--- src/fpdu_pkg.sv ---
// fpdu_pkg.sv: constants, types and helpers of the fixed-point divide unit
// assumes nothing beyond a SystemVerilog compiler
`default_nettype none
package fpdu_pkg;

  // ****************************************
  // instruction fields (bit 0 is the lsb of the word)
  // ****************************************
  localparam logic [5:0] PRIMARY_OP = 6'h1F;
  localparam logic [8:0] XO_SDIV    = 9'h1E9;
  localparam logic [8:0] XO_UDIV    = 9'h1C9;
  localparam logic [8:0] XO_SHORT   = 9'h16B;
  localparam int         PO_HI      = 31;
  localparam int         PO_LO      = 26;
  localparam int         XO_HI      = 9;
  localparam int         XO_LO      = 1;
  localparam int         OE_BIT     = 10;
  localparam int         RC_BIT     = 0;

  // ****************************************
  // register map, byte addresses
  // ****************************************
  localparam logic [7:0] ADDR_INSTR    = 8'h00;
  localparam logic [7:0] ADDR_DVD_LO   = 8'h04;
  localparam logic [7:0] ADDR_DVD_HI   = 8'h08;
  localparam logic [7:0] ADDR_DVS_LO   = 8'h0C;
  localparam logic [7:0] ADDR_DVS_HI   = 8'h10;
  localparam logic [7:0] ADDR_RES_LO   = 8'h14;
  localparam logic [7:0] ADDR_RES_HI   = 8'h18;
  localparam logic [7:0] ADDR_EXT      = 8'h1C;
  localparam logic [7:0] ADDR_XER      = 8'h20;
  localparam logic [7:0] ADDR_CR0      = 8'h24;
  localparam logic [7:0] ADDR_STATUS   = 8'h28;
  localparam logic [7:0] ADDR_IRQ_STAT = 8'h2C;
  localparam logic [7:0] ADDR_IRQ_MASK = 8'h30;

  // ****************************************
  // field positions, reset values and divide constants
  // ****************************************
  localparam int XER_SO   = 2;
  localparam int XER_OV   = 1;
  localparam int XER_CA   = 0;
  localparam int IRQ_DONE = 0;
  localparam int IRQ_ILL  = 1;
  localparam int IRQ_OVF  = 2;
  localparam logic [2:0]  XER_RST  = 3'h0;
  localparam logic [3:0]  CR0_RST  = 4'h0;
  localparam logic [2:0]  IRQ_RST  = 3'h0;
  localparam logic [63:0] MIN64    = 64'h8000000000000000;
  localparam logic [63:0] ONES64   = 64'hFFFFFFFFFFFFFFFF;
  localparam logic [31:0] MIN32    = 32'h80000000;
  localparam logic [6:0]  DIV_LAST = 7'h3F;

  // ****************************************
  // types and helpers
  // ****************************************
  typedef enum logic [1:0] {
    OP_NONE  = 2'b00,
    OP_SDIV  = 2'b01,
    OP_UDIV  = 2'b10,
    OP_SHORT = 2'b11
  } fpdu_op_t;

  function automatic fpdu_op_t fpdu_decode(logic [31:0] w);
    fpdu_op_t op;
    op = OP_NONE;
    if (w[PO_HI:PO_LO] == PRIMARY_OP) begin
      if (w[XO_HI:XO_LO] == XO_SDIV) op = OP_SDIV;
      else if (w[XO_HI:XO_LO] == XO_UDIV) op = OP_UDIV;
      else if (w[XO_HI:XO_LO] == XO_SHORT) op = OP_SHORT;
    end
    return op;
  endfunction : fpdu_decode

  function automatic logic [63:0] fpdu_sext32(logic [31:0] v);
    return {{32{v[31]}}, v};
  endfunction : fpdu_sext32

endpackage : fpdu_pkg
`default_nettype wire

--- src/fpdu_div_if.sv ---
// fpdu_div_if.sv: link between the divide front end and the iterative core
// assumes both ends share pclk
`default_nettype none
interface fpdu_div_if;
  logic        start;
  logic [63:0] dividend;
  logic [63:0] divisor;
  logic        done;
  logic [63:0] quotient;
  logic [63:0] remainder;
  modport ctl  (output start, dividend, divisor, input done, quotient, remainder);
  modport core (input start, dividend, divisor, output done, quotient, remainder);
endinterface : fpdu_div_if
`default_nettype wire

--- src/fpdu_divcore.sv ---
// fpdu_divcore.sv: unsigned 64-bit restoring divider, one quotient bit per cycle
// assumes start is a one-cycle pulse taken only while idle
`default_nettype none
module fpdu_divcore
  import fpdu_pkg::*;
(
  // clock and reset
  input wire logic pclk,
  input wire logic presetn,
  // request and answer
  fpdu_div_if.core dif
);

  typedef enum logic {CORE_IDLE = 1'b0, CORE_RUN = 1'b1} fpdu_core_state_t;

  fpdu_core_state_t state_reg, state_next;
  logic [6:0]       cnt_reg,   cnt_next;
  logic [63:0]      rem_reg,   rem_next;
  logic [63:0]      quo_reg,   quo_next;
  logic [63:0]      dvs_reg,   dvs_next;
  logic             done_reg,  done_next;
  logic [64:0]      shifted;
  logic [64:0]      diff;

  always_comb begin
    shifted    = {rem_reg, quo_reg[63]};
    diff       = shifted - {1'b0, dvs_reg};
    state_next = state_reg;
    cnt_next   = cnt_reg;
    rem_next   = rem_reg;
    quo_next   = quo_reg;
    dvs_next   = dvs_reg;
    done_next  = 1'b0;
    unique case (state_reg)
      CORE_IDLE: if (dif.start) begin
        state_next = CORE_RUN;
        cnt_next   = 7'h00;
        rem_next   = 64'h0;
        quo_next   = dif.dividend;
        dvs_next   = dif.divisor;
      end
      CORE_RUN: begin
        // subtract only when the shifted remainder covers the divisor
        quo_next = {quo_reg[62:0], ~diff[64]};
        rem_next = diff[64] ? shifted[63:0] : diff[63:0];
        cnt_next = cnt_reg + 7'h01;
        if (cnt_reg == DIV_LAST) begin
          state_next = CORE_IDLE;
          done_next  = 1'b1;
        end
      end
    endcase
  end

  always_ff @(posedge pclk or negedge presetn) begin
    if (!presetn) begin
      state_reg <= CORE_IDLE;
      cnt_reg   <= 7'h00;
      rem_reg   <= 64'h0;
      quo_reg   <= 64'h0;
      dvs_reg   <= 64'h0;
      done_reg  <= 1'b0;
    end else begin
      state_reg <= state_next;
      cnt_reg   <= cnt_next;
      rem_reg   <= rem_next;
      quo_reg   <= quo_next;
      dvs_reg   <= dvs_next;
      done_reg  <= done_next;
    end
  end

  assign dif.done      = done_reg;
  assign dif.quotient  = quo_reg;
  assign dif.remainder = rem_reg;

  a_core_quot: assert property (@(posedge pclk) disable iff (!presetn)
    (dif.start && state_reg == CORE_IDLE && dif.divisor != 64'h0) |-> ##65
    (dif.done && dif.quotient == $past(dif.dividend, 65) / $past(dif.divisor, 65)))
    else $error("core quotient wrong or late");

endmodule : fpdu_divcore
`default_nettype wire

--- src/fpdu_top.sv ---
// fpdu_top.sv: fixed-point divide unit with APB registers and interrupt
// assumes an APB master on pclk; operands are loaded before the opcode word
//
// Notes on behaviour
// - opcode 31, extended 489 is signed doubleword divide; bit 21 trap, 31 record.
// - opcode 31, extended 457 is unsigned doubleword divide, same trap/record bits.
// - opcode 31, extended 363 is short divide with four trap/record forms.
// - signed doubleword divide writes 64-bit quotient only, no remainder.
// - signed quotient truncates toward zero.
// - signed min/-1 or divide by zero: result undefined, trap enable sets excess.
// - unsigned doubleword divide treats operands and quotient as unsigned.
// - unsigned divide record sets condition bits by signed compare with zero.
// - unsigned divide by zero: result undefined, trap enable sets excess.
// - condition field only with record set; exception flags only with trap set.
// - exception flags reflect full 64-bit overflow in every mode; short divide flags the word min/-1 case instead.
// - without 64-bit support doubleword divides raise illegal instruction.
// - short divide writes quotient and remainder; remainder takes dividend sign.
// - short min/-1 gives extension zero and result min word.
// - short divide never changes the carry flag.
// - short divide updates sticky and excess flags only when trap enabled.
// - short divide with record updates the condition field from the result; here min/-1 sets it from the +2**31 quotient instead.
//
// Design decisions made here: the register addresses and register access over APB.
`default_nettype none
module fpdu_top
  import fpdu_pkg::*;
#(
  parameter bit IMPL64 = 1'b1
) (
  // clock and reset
  input  wire logic        pclk,
  input  wire logic        presetn,
  // apb slave
  input  wire logic        psel,
  input  wire logic        penable,
  input  wire logic        pwrite,
  input  wire logic [7:0]  paddr,
  input  wire logic [31:0] pwdata,
  output var  logic [31:0] prdata,
  output var  logic        pready,
  output var  logic        pslverr,
  // interrupt
  output var  logic        irq
);

  typedef enum logic {ST_IDLE = 1'b0, ST_WAIT = 1'b1} fpdu_state_t;

  // ****************************************
  // state
  // ****************************************
  logic [31:0] prdata_reg,  prdata_next;
  logic        pready_reg,  pready_next;
  logic        pslverr_reg, pslverr_next;
  fpdu_state_t state_reg,   state_next;
  fpdu_op_t    op_reg,      op_next;
  logic        oe_reg,      oe_next;
  logic        rc_reg,      rc_next;
  logic        go_reg,      go_next;
  logic [31:0] instr_reg,   instr_next;
  logic [63:0] dvd_reg,     dvd_next;
  logic [63:0] dvs_reg,     dvs_next;
  logic [63:0] opa_reg,     opa_next;
  logic [63:0] opb_reg,     opb_next;
  logic [63:0] res_reg,     res_next;
  logic [31:0] ext_reg,     ext_next;
  logic [2:0]  xer_reg,     xer_next;
  logic [3:0]  cr0_reg,     cr0_next;
  logic [2:0]  stat_reg,    stat_next;
  logic [2:0]  mask_reg,    mask_next;
  logic        irq_reg,     irq_next;

  logic        access;
  logic        wr;
  logic        xer_wr;
  logic        start_acc;
  logic        fin;
  logic        ovf;
  logic        short_min;
  logic        signed_op;
  logic        neg_q;
  logic        neg_r;
  logic [63:0] q_res;
  logic [63:0] r_res;
  logic [2:0]  irq_set;
  logic [2:0]  w1c;
  fpdu_op_t    dec;

  fpdu_div_if dif ();

  fpdu_divcore u_core (
    .pclk    (pclk),
    .presetn (presetn),
    .dif     (dif)
  );

  // ****************************************
  // operand preparation and sign fix-up
  // ****************************************
  assign access    = psel && penable && pready_reg;
  assign wr        = access && pwrite && !pslverr_reg;
  assign xer_wr    = wr && paddr == ADDR_XER;
  assign dec       = fpdu_decode(pwdata);
  assign start_acc = wr && paddr == ADDR_INSTR && state_reg == ST_IDLE;
  assign fin       = state_reg == ST_WAIT && dif.done;
  assign signed_op = op_reg != OP_UDIV;
  assign neg_q     = signed_op && (opa_reg[63] ^ opb_reg[63]);
  assign neg_r     = signed_op && opa_reg[63];
  // overflow: zero divisor in every mode, 64-bit min/-1 for signed doubleword, word min/-1 for short divide
  assign short_min = op_reg == OP_SHORT && opa_reg == fpdu_sext32(MIN32) && opb_reg == ONES64;
  assign ovf = (opb_reg == 64'h0)
            || (op_reg == OP_SDIV && opa_reg == MIN64 && opb_reg == ONES64)
            || short_min;
  assign dif.start    = go_reg;
  assign dif.dividend = (signed_op && opa_reg[63]) ? 64'h0 - opa_reg : opa_reg;
  assign dif.divisor  = (signed_op && opb_reg[63]) ? 64'h0 - opb_reg : opb_reg;
  assign q_res        = neg_q ? 64'h0 - dif.quotient : dif.quotient;
  assign r_res        = neg_r ? 64'h0 - dif.remainder : dif.remainder;

  // ****************************************
  // apb answer
  // ****************************************
  always_comb begin
    pready_next  = 1'b0;
    pslverr_next = 1'b0;
    prdata_next  = 32'h0;
    if (psel && !penable) begin
      pready_next = 1'b1;
      case (paddr)
        ADDR_INSTR:    prdata_next = instr_reg;
        ADDR_DVD_LO:   prdata_next = dvd_reg[31:0];
        ADDR_DVD_HI:   prdata_next = dvd_reg[63:32];
        ADDR_DVS_LO:   prdata_next = dvs_reg[31:0];
        ADDR_DVS_HI:   prdata_next = dvs_reg[63:32];
        ADDR_RES_LO:   prdata_next = res_reg[31:0];
        ADDR_RES_HI:   prdata_next = res_reg[63:32];
        ADDR_EXT:      prdata_next = ext_reg;
        ADDR_XER:      prdata_next = {29'h0, xer_reg};
        ADDR_CR0:      prdata_next = {28'h0, cr0_reg};
        ADDR_STATUS:   prdata_next = {31'h0, state_reg == ST_WAIT};
        ADDR_IRQ_STAT: prdata_next = {29'h0, stat_reg};
        ADDR_IRQ_MASK: prdata_next = {29'h0, mask_reg};
        default:       pslverr_next = 1'b1;
      endcase
    end
  end

  always_ff @(posedge pclk or negedge presetn) begin
    if (!presetn) begin
      prdata_reg  <= 32'h0;
      pready_reg  <= 1'b0;
      pslverr_reg <= 1'b0;
    end else begin
      prdata_reg  <= prdata_next;
      pready_reg  <= pready_next;
      pslverr_reg <= pslverr_next;
    end
  end

  assign prdata  = prdata_reg;
  assign pready  = pready_reg;
  assign pslverr = pslverr_reg;

  // ****************************************
  // registers and divide sequence
  // ****************************************
  always_comb begin
    state_next = state_reg;
    op_next    = op_reg;
    oe_next    = oe_reg;
    rc_next    = rc_reg;
    go_next    = 1'b0;
    instr_next = instr_reg;
    dvd_next   = dvd_reg;
    dvs_next   = dvs_reg;
    opa_next   = opa_reg;
    opb_next   = opb_reg;
    res_next   = res_reg;
    ext_next   = ext_reg;
    xer_next   = xer_reg;
    cr0_next   = cr0_reg;
    mask_next  = mask_reg;
    irq_set    = 3'h0;
    w1c        = 3'h0;
    if (wr) begin
      case (paddr)
        ADDR_DVD_LO:   dvd_next[31:0]  = pwdata;
        ADDR_DVD_HI:   dvd_next[63:32] = pwdata;
        ADDR_DVS_LO:   dvs_next[31:0]  = pwdata;
        ADDR_DVS_HI:   dvs_next[63:32] = pwdata;
        ADDR_XER:      xer_next        = pwdata[2:0];
        ADDR_IRQ_STAT: w1c             = pwdata[2:0];
        ADDR_IRQ_MASK: mask_next       = pwdata[2:0];
        default:       ;
      endcase
    end
    unique case (state_reg)
      ST_IDLE: if (start_acc) begin
        instr_next = pwdata;
        if (dec == OP_NONE || (dec != OP_SHORT && !IMPL64)) begin
          irq_set[IRQ_ILL] = 1'b1;
        end else begin
          state_next = ST_WAIT;
          go_next    = 1'b1;
          op_next    = dec;
          oe_next    = pwdata[OE_BIT];
          rc_next    = pwdata[RC_BIT];
          opa_next   = (dec == OP_SHORT) ? fpdu_sext32(dvd_reg[31:0]) : dvd_reg;
          opb_next   = (dec == OP_SHORT) ? fpdu_sext32(dvs_reg[31:0]) : dvs_reg;
        end
      end
      ST_WAIT: if (dif.done) begin
        state_next        = ST_IDLE;
        // magnitude path would give +2**31 here; the word minimum is wanted
        res_next          = short_min ? fpdu_sext32(MIN32) : q_res;
        irq_set[IRQ_DONE] = 1'b1;
        irq_set[IRQ_OVF]  = ovf;
        if (op_reg == OP_SHORT) begin
          ext_next = r_res[31:0];
        end
        // carry is never touched; sticky set wins over a software clear
        if (oe_reg) begin
          xer_next[XER_OV] = ovf;
          xer_next[XER_SO] = xer_next[XER_SO] | ovf;
        end
        if (rc_reg) begin
          cr0_next = {q_res[63], !q_res[63] && q_res != 64'h0,
                      q_res == 64'h0, xer_next[XER_SO]};
        end
      end
    endcase
    stat_next = (stat_reg & ~w1c) | irq_set;
    irq_next  = |(stat_next & mask_next);
  end

  always_ff @(posedge pclk or negedge presetn) begin
    if (!presetn) begin
      state_reg <= ST_IDLE;
      op_reg    <= OP_NONE;
      oe_reg    <= 1'b0;
      rc_reg    <= 1'b0;
      go_reg    <= 1'b0;
      instr_reg <= 32'h0;
      dvd_reg   <= 64'h0;
      dvs_reg   <= 64'h0;
      opa_reg   <= 64'h0;
      opb_reg   <= 64'h0;
      res_reg   <= 64'h0;
      ext_reg   <= 32'h0;
      xer_reg   <= XER_RST;
      cr0_reg   <= CR0_RST;
      stat_reg  <= IRQ_RST;
      mask_reg  <= IRQ_RST;
      irq_reg   <= 1'b0;
    end else begin
      state_reg <= state_next;
      op_reg    <= op_next;
      oe_reg    <= oe_next;
      rc_reg    <= rc_next;
      go_reg    <= go_next;
      instr_reg <= instr_next;
      dvd_reg   <= dvd_next;
      dvs_reg   <= dvs_next;
      opa_reg   <= opa_next;
      opb_reg   <= opb_next;
      res_reg   <= res_next;
      ext_reg   <= ext_next;
      xer_reg   <= xer_next;
      cr0_reg   <= cr0_next;
      stat_reg  <= stat_next;
      mask_reg  <= mask_next;
      irq_reg   <= irq_next;
    end
  end

  assign irq = irq_reg;

  // ****************************************
  // checks
  // ****************************************
  a_decode_ops: assert property (@(posedge pclk) disable iff (!presetn)
    (start_acc && dec != OP_NONE && (IMPL64 || dec == OP_SHORT)) |=>
    (state_reg == ST_WAIT && op_reg == $past(dec) && go_reg) ##66 (state_reg == ST_IDLE))
    else $error("divide not launched or not finished in time");

  a_illegal_dword: assert property (@(posedge pclk) disable iff (!presetn)
    (start_acc && (dec == OP_SDIV || dec == OP_UDIV) && !IMPL64) |=>
    (stat_reg[IRQ_ILL] && state_reg == ST_IDLE))
    else $error("doubleword divide not refused");

  a_sdiv_value: assert property (@(posedge pclk) disable iff (!presetn)
    (fin && op_reg == OP_SDIV && !ovf) |=>
    res_reg == $past($signed(opa_reg) / $signed(opb_reg)))
    else $error("signed quotient wrong");

  a_udiv_value: assert property (@(posedge pclk) disable iff (!presetn)
    (fin && op_reg == OP_UDIV && !ovf) |=> res_reg == $past(opa_reg / opb_reg))
    else $error("unsigned quotient wrong");

  a_ovf_flag: assert property (@(posedge pclk) disable iff (!presetn)
    (fin && oe_reg && ovf) |=> (xer_reg[XER_OV] && xer_reg[XER_SO] && stat_reg[IRQ_OVF]))
    else $error("excess flags not set on overflow");

  a_xer_hold: assert property (@(posedge pclk) disable iff (!presetn)
    (fin && !oe_reg && !xer_wr) |=> $stable(xer_reg))
    else $error("exception flags changed with trap disabled");

  a_carry_kept: assert property (@(posedge pclk) disable iff (!presetn)
    (fin && !xer_wr) |=> xer_reg[XER_CA] == $past(xer_reg[XER_CA]))
    else $error("carry flag changed by divide");

  a_cr_hold: assert property (@(posedge pclk) disable iff (!presetn)
    (fin && !rc_reg) |=> $stable(cr0_reg))
    else $error("condition field changed without record");

  a_cr_signed: assert property (@(posedge pclk) disable iff (!presetn)
    (fin && rc_reg && !ovf) |=> (cr0_reg[3] == res_reg[63] && cr0_reg[1] == (res_reg == 64'h0)))
    else $error("condition field does not follow result");

  a_short_min: assert property (@(posedge pclk) disable iff (!presetn)
    (fin && op_reg == OP_SHORT && opa_reg == fpdu_sext32(MIN32) && opb_reg == ONES64) |=>
    (ext_reg == 32'h0 && res_reg == fpdu_sext32(MIN32)))
    else $error("short min by minus one wrong");

  a_short_rem: assert property (@(posedge pclk) disable iff (!presetn)
    (fin && op_reg == OP_SHORT && !ovf) |=>
    (ext_reg == 32'h0 || ext_reg[31] == $past(opa_reg[63])))
    else $error("remainder sign differs from dividend");

  a_apb_ready: assert property (@(posedge pclk) disable iff (!presetn)
    (psel && !penable) |=> pready)
    else $error("no ready after setup cycle");

  a_unmapped_err: assert property (@(posedge pclk) disable iff (!presetn)
    (psel && !penable && paddr > ADDR_IRQ_MASK) |=> (pslverr && prdata == 32'h0))
    else $error("unmapped address not refused");

  a_done_sticky: assert property (@(posedge pclk) disable iff (!presetn)
    fin |=> stat_reg[IRQ_DONE])
    else $error("done event lost");

  a_illegal_op: assert property (@(posedge pclk) disable iff (!presetn)
    (start_acc && dec == OP_NONE) |=> (stat_reg[IRQ_ILL] && state_reg == ST_IDLE))
    else $error("unknown opcode not refused");

  a_short_sext: assert property (@(posedge pclk) disable iff (!presetn)
    (fin && op_reg == OP_SHORT && !ovf) |=> res_reg == fpdu_sext32(res_reg[31:0]))
    else $error("short quotient not sign extended");

  a_sdiv_excess: assert property (@(posedge pclk) disable iff (!presetn)
    (fin && op_reg == OP_SDIV && oe_reg && ovf) |=> (xer_reg[XER_OV] && xer_reg[XER_SO]))
    else $error("signed overflow not flagged");

endmodule : fpdu_top
`default_nettype wire

--- config.mk ---
export PLATFORM = sky130hd
export DESIGN_NAME = fpdu_top
export DESIGN_NICKNAME = d
export VERILOG_FILES = /design/src/fpdu_pkg.sv /design/src/fpdu_div_if.sv /design/src/fpdu_divcore.sv /design/src/fpdu_top.sv
export SDC_FILE = /design/constraint.sdc
export NUM_CORES = 2
export LEC_CHECK = 0
export BUFFER_PORTS_ARGS = -buffer_cell sky130_fd_sc_hd__buf_2
export CAP_MARGIN = 20
export CORE_MARGIN = 4
export CORE_UTILIZATION = 50
export DETAILED_ROUTE_END_ITERATION = 12
export GPL_TIMING_DRIVEN = 0
export PLACE_DENSITY = 0.64
export REMOVE_ABC_BUFFERS = 1
export SLEW_MARGIN = 20
export SYNTH_ARGS = -nofsm -noshare
export SYNTH_HDL_FRONTEND = slang
export SYNTH_HIERARCHICAL = 1
export SYNTH_SLANG_ARGS = --single-unit
export TNS_END_PERCENT = 1
--- constraint.sdc ---
create_clock -name pclk -period 9.8 [get_ports pclk]
set_input_delay 0.49 -clock pclk [delete_from_list [all_inputs] [get_ports pclk]]
set_output_delay 0.49 -clock pclk [all_outputs]
set_load 0.005 [all_outputs]
==> impl_summary.md <==
Critical path
The worst setup path is captured at a flip-flop. The type of element launching the critical path is a flip-flop. The reg-to-reg endpoint is cr0_reg[1]. The critical setup path kind is reg2reg. Data on the critical path arrives at its endpoint at 5.04 ns. The reg-to-reg setup timing slack is between 5 and 6 ns. The cell count of the worst reg-to-reg path is 9. Traced cell by cell, the critical path runs through xor2_1 > nand2_2 > a21oi_1 > o211ai_1 > a2111oi_1 > nand4_1 > or4_1 > nor4_2 > a21o_1.

The critical path starts at opb_reg[63]. The biggest cell delay along the critical path is 0.76 ns. STA puts the critical path data required time at 10.36 ns. The critical path ends at cr0_reg[1]. For this design, the slowest cell found on the critical path is sky130_fd_sc_hd__xor2_1. The worst flop-to-flop path startpoint is opb_reg[63].

Of all nets on the critical path, the largest fanout is 34.

Logic synthesis
Of all flip-flops after synthesis, the portion carrying an async set or reset was 100.0%. The average instance in the mapped netlist occupies 9.047 um2. The most common flop cell mapped by yosys is sky130_fd_sc_hd__dfrtp_1. The netlist uses 97 different library cells. In this run, synthesis inferred 0 flip-flops with an integrated enable. In this run, synthesis produced a sequential element count of 639. The post-synthesis instance area is 0.03656 mm2.

Synthesis produced a netlist whose cell count is 4041. The sequential-to-total area share from yosys stat is 43.74%. The number of warnings reported in the yosys synthesis log is 6.

GRT
For this run the aggregate overflow at the end of global routing stands at 0. The all-layer global routing usage is around 30%. Entering global routing, the biggest net connects 96 pins. The via count of the first global-routing pass is between 20000 and 30000. The number of antenna violations at the first check in global routing was 8.

The first global-routing pass estimated 183.2 mm of wire.

STA
Setup repair after global routing left no endpoint under its margin. In the finished design, the share of the clock period the worst path needs comes to a little under half. The pin slew with the least headroom to its limit is 1.042 ns.

The number of hold-slack violations in the final timing report is 0. The minimum period implied by the final worst setup slack is 4.484 ns. The final-report max-slew violation count is 0. The number of setup violations in the final report is 0. The accumulated negative setup slack is 0 ns. The final clock skew is between 0.02 and 0.025 ns. The remaining max-slew budget at the tightest pin is 30.46%. The maximum clock frequency is 223.0 MHz.

Finish
From synthesis to final layout, the design area changed by 11.19%. The layout has 6366 filler cells. The most frequent standard cell in the layout excluding fill and tap cells is sky130_fd_sc_hd__nand2_1. The final-stage net count is around 4000. Leaving out filler cells and counting taps, the final layout contains 5005. The library cells used most frequently in the layout, excluding fill and tap cells, are 689 x sky130_fd_sc_hd__nand2_1, 637 x sky130_fd_sc_hd__dfrtp_1, 407 x sky130_fd_sc_hd__o21ai_0. The share of cells above drive strength 1 is 12.54%.

Detailed routing
In this run, the number of DRC markers left after iteration 0 of detailed routing was 3234. The remaining number of nets flagged by the antenna check after routing is 0. In the final routed layout, each cell accounts on average for 23.90 um. The routed wire length is 119.6 mm. The number of vias per cell after detailed routing is 6.170.

Before antenna repair, the detailed router went through 7 iterations. Summing over every cut layer, the via total after detailed routing is 30880. In the routed design, unresolved DRC markers number 0.

Hold path
The class of the tightest hold or removal check is in2reg. The beginning of the worst hold path is penable.

Placed design
The number of placed instances, taps included, is 4873. Once detailed placement completed, the half-perimeter wirelength came to 88.30 mm. During placement, the flow inserted port buffers numbering 79. The final weighted congestion in routability-driven placement is slightly above 0.9.

Die
The height of the chip is approximately 280 um. The I/O pin count is 80. The floorplan has 98 rows. The placeable core region is 0.07198 mm2. For this configuration, the core starts out at a cell density of 50.79%. The die outline width is between 200 and 300 um. The die area is between 0.07 and 0.08 mm2.

CTS
The clock latency at the later pin of the worst-skew pair is 0.62 ns. After clock tree synthesis, the repair step resized 0 gates. The clock drives 639 sinks. The total of hold buffers inserted after clock tree synthesis is 1. The H-tree was split into 3 levels.

The maximum number of buffers from clock root to sink is 3. TritonCTS built the clock tree. The number of clock buffers added by TritonCTS is 73. Clock-pin slew was measured on the worst setup and hold paths at 0.06 ns.

The clock root buffer master is sky130_fd_sc_hd__clkbuf_16. The total setup buffers inserted after CTS is 0.

Power
Dividing total power by cell area gives a power density of 133.8 mW/mm2. Summed over all cells, the static leakage comes to 18.96 nW. IR analysis of the VDD net gives a maximum drop of 0.1265 mV.

Job
Across the run, the number of max-cap violations was 0.

Run status
The run finished with clean final reports.
[kinds of logic after synthesis]
| kind of cell | synth area share, % |
|---|---|
| AND/OR/NAND/NOR | 16.28 |
| flip-flops | 43.74 |
| multiplexers | 7.882 |
| AO/OA/AOI/OAI | 19.04 |
| buffers and inverters | 4.032 |
| adder cells (fa/ha/maj) | 2.485 |
| XOR/XNOR | 6.540 |
[worst min-delay path by stage]
stage          depth (start not counted)  slack, ns              end
2_1_floorplan                          0       0.19       cr0_reg[0]
3_3_place_gp                           1       0.44  u_core/dif.done
3_5_place_dp                           1       0.46  u_core/dif.done
4_1_cts                                2       0.09           pready
5_1_grt                                2       0.12           pready
6_report                               2       0.11           pready
[worst max-delay path: cells and delay by family (launching register included)]
kind,cells,cell delay (ns)
AOI/OAI and AO/OA,4,1.14
DFF,1,0.62
and+or+nand+nor,4,1.90
xor gates and xnor gates,1,0.76
[metal layers]
metal | share of wire, % | global-route usage (%) | vias up
li1 | - | - | 14320
met1 | 42 | 41.50 | 15140
met2 | 45 | 47.93 | 1149
met3 | 7.5 | 5.629 | 267
met4 | 4.7 | 12.00 | 4
met5 | 0.019 | 0 | -
[cell type report]
cell class / instances / area, um2 / area share, %
antenna: 5 / 12.51 / 0.03078
clock buffer: 102 / 2056 / 5.057
clock inverter: 24 / 220.2 / 0.5418
inverter: 110 / 412.9 / 1.016
multi-input combinational: 3034 / 19280 / 47.43
sequential: 639 / 16000 / 39.36
tap: 950 / 1189 / 2.924
timing repair buffer: 141 / 1479 / 3.638
[synthesized netlist by cell type, types with 15 or more instances]
library cell	number	area [um2]
sky130_fd_sc_hd__nand2_1	696	2613
sky130_fd_sc_hd__o41ai_1	17	148.9
sky130_fd_sc_hd__mux2_2	167	1881
sky130_fd_sc_hd__a22o_1	42	367.9
sky130_fd_sc_hd__nor3_1	92	460.4
sky130_fd_sc_hd__mux2i_1	100	1001
sky130_fd_sc_hd__nand4_1	64	400.4
sky130_fd_sc_hd__a221oi_1	17	148.9
sky130_fd_sc_hd__nor4_1	32	200.2
sky130_fd_sc_hd__a221o_1	20	200.2
sky130_fd_sc_hd__nor2_1	210	788.3
sky130_fd_sc_hd__or4_1	21	157.7
sky130_fd_sc_hd__ha_1	71	888.4
sky130_fd_sc_hd__or3_1	27	168.9
sky130_fd_sc_hd__o21ai_0	407	2037
sky130_fd_sc_hd__or2_2	15	93.84
sky130_fd_sc_hd__xor2_1	112	980.9
sky130_fd_sc_hd__o31ai_1	72	540.5
sky130_fd_sc_hd__nor2b_1	16	100.1
sky130_fd_sc_hd__o22ai_1	15	93.84
sky130_fd_sc_hd__nand3_1	34	170.2
sky130_fd_sc_hd__a21o_1	28	210.2
sky130_fd_sc_hd__o21bai_1	20	150.1
sky130_fd_sc_hd__inv_1	110	412.9
sky130_fd_sc_hd__o21a_1	16	120.1
sky130_fd_sc_hd__and3_1	18	112.6
sky130_fd_sc_hd__buf_2	20	100.1
sky130_fd_sc_hd__a31oi_1	49	306.5
sky130_fd_sc_hd__dfrtp_1	639	15990
sky130_fd_sc_hd__clkbuf_1	210	788.3
sky130_fd_sc_hd__xnor2_1	161	1410
sky130_fd_sc_hd__a22oi_1	51	382.9
sky130_fd_sc_hd__a21oi_1	262	1311
[metrics by stage]
step | cell area (um2) | util (%) | hold slack [ns] | power, mW | setup WS, ns
3_3_place_gp | 37080 | 51.52 | 0.4391 | 2.802 | -9.935
4_1_cts | 40630 | 56.45 | 0.08602 | 5.487 | 5.388
5_1_grt | 40640 | 56.47 | 0.1163 | 5.597 | 5.197
6_report | 40650 | 56.47 | 0.1060 | 5.440 | 5.316
3_5_place_dp | 38350 | 53.27 | 0.4603 | 2.813 | 5.412
2_1_floorplan | 35500 | - | 0.1944 | 2.707 | 0.7491
[power by group]
part	internal, mW	switching, mW	leakage (nW)
clock network	1.54	1.13	1.13
logic	0.0265	0.0935	8.98
registers	2.64	0.00242	8.86
Power figures use the tool's default switching activity.
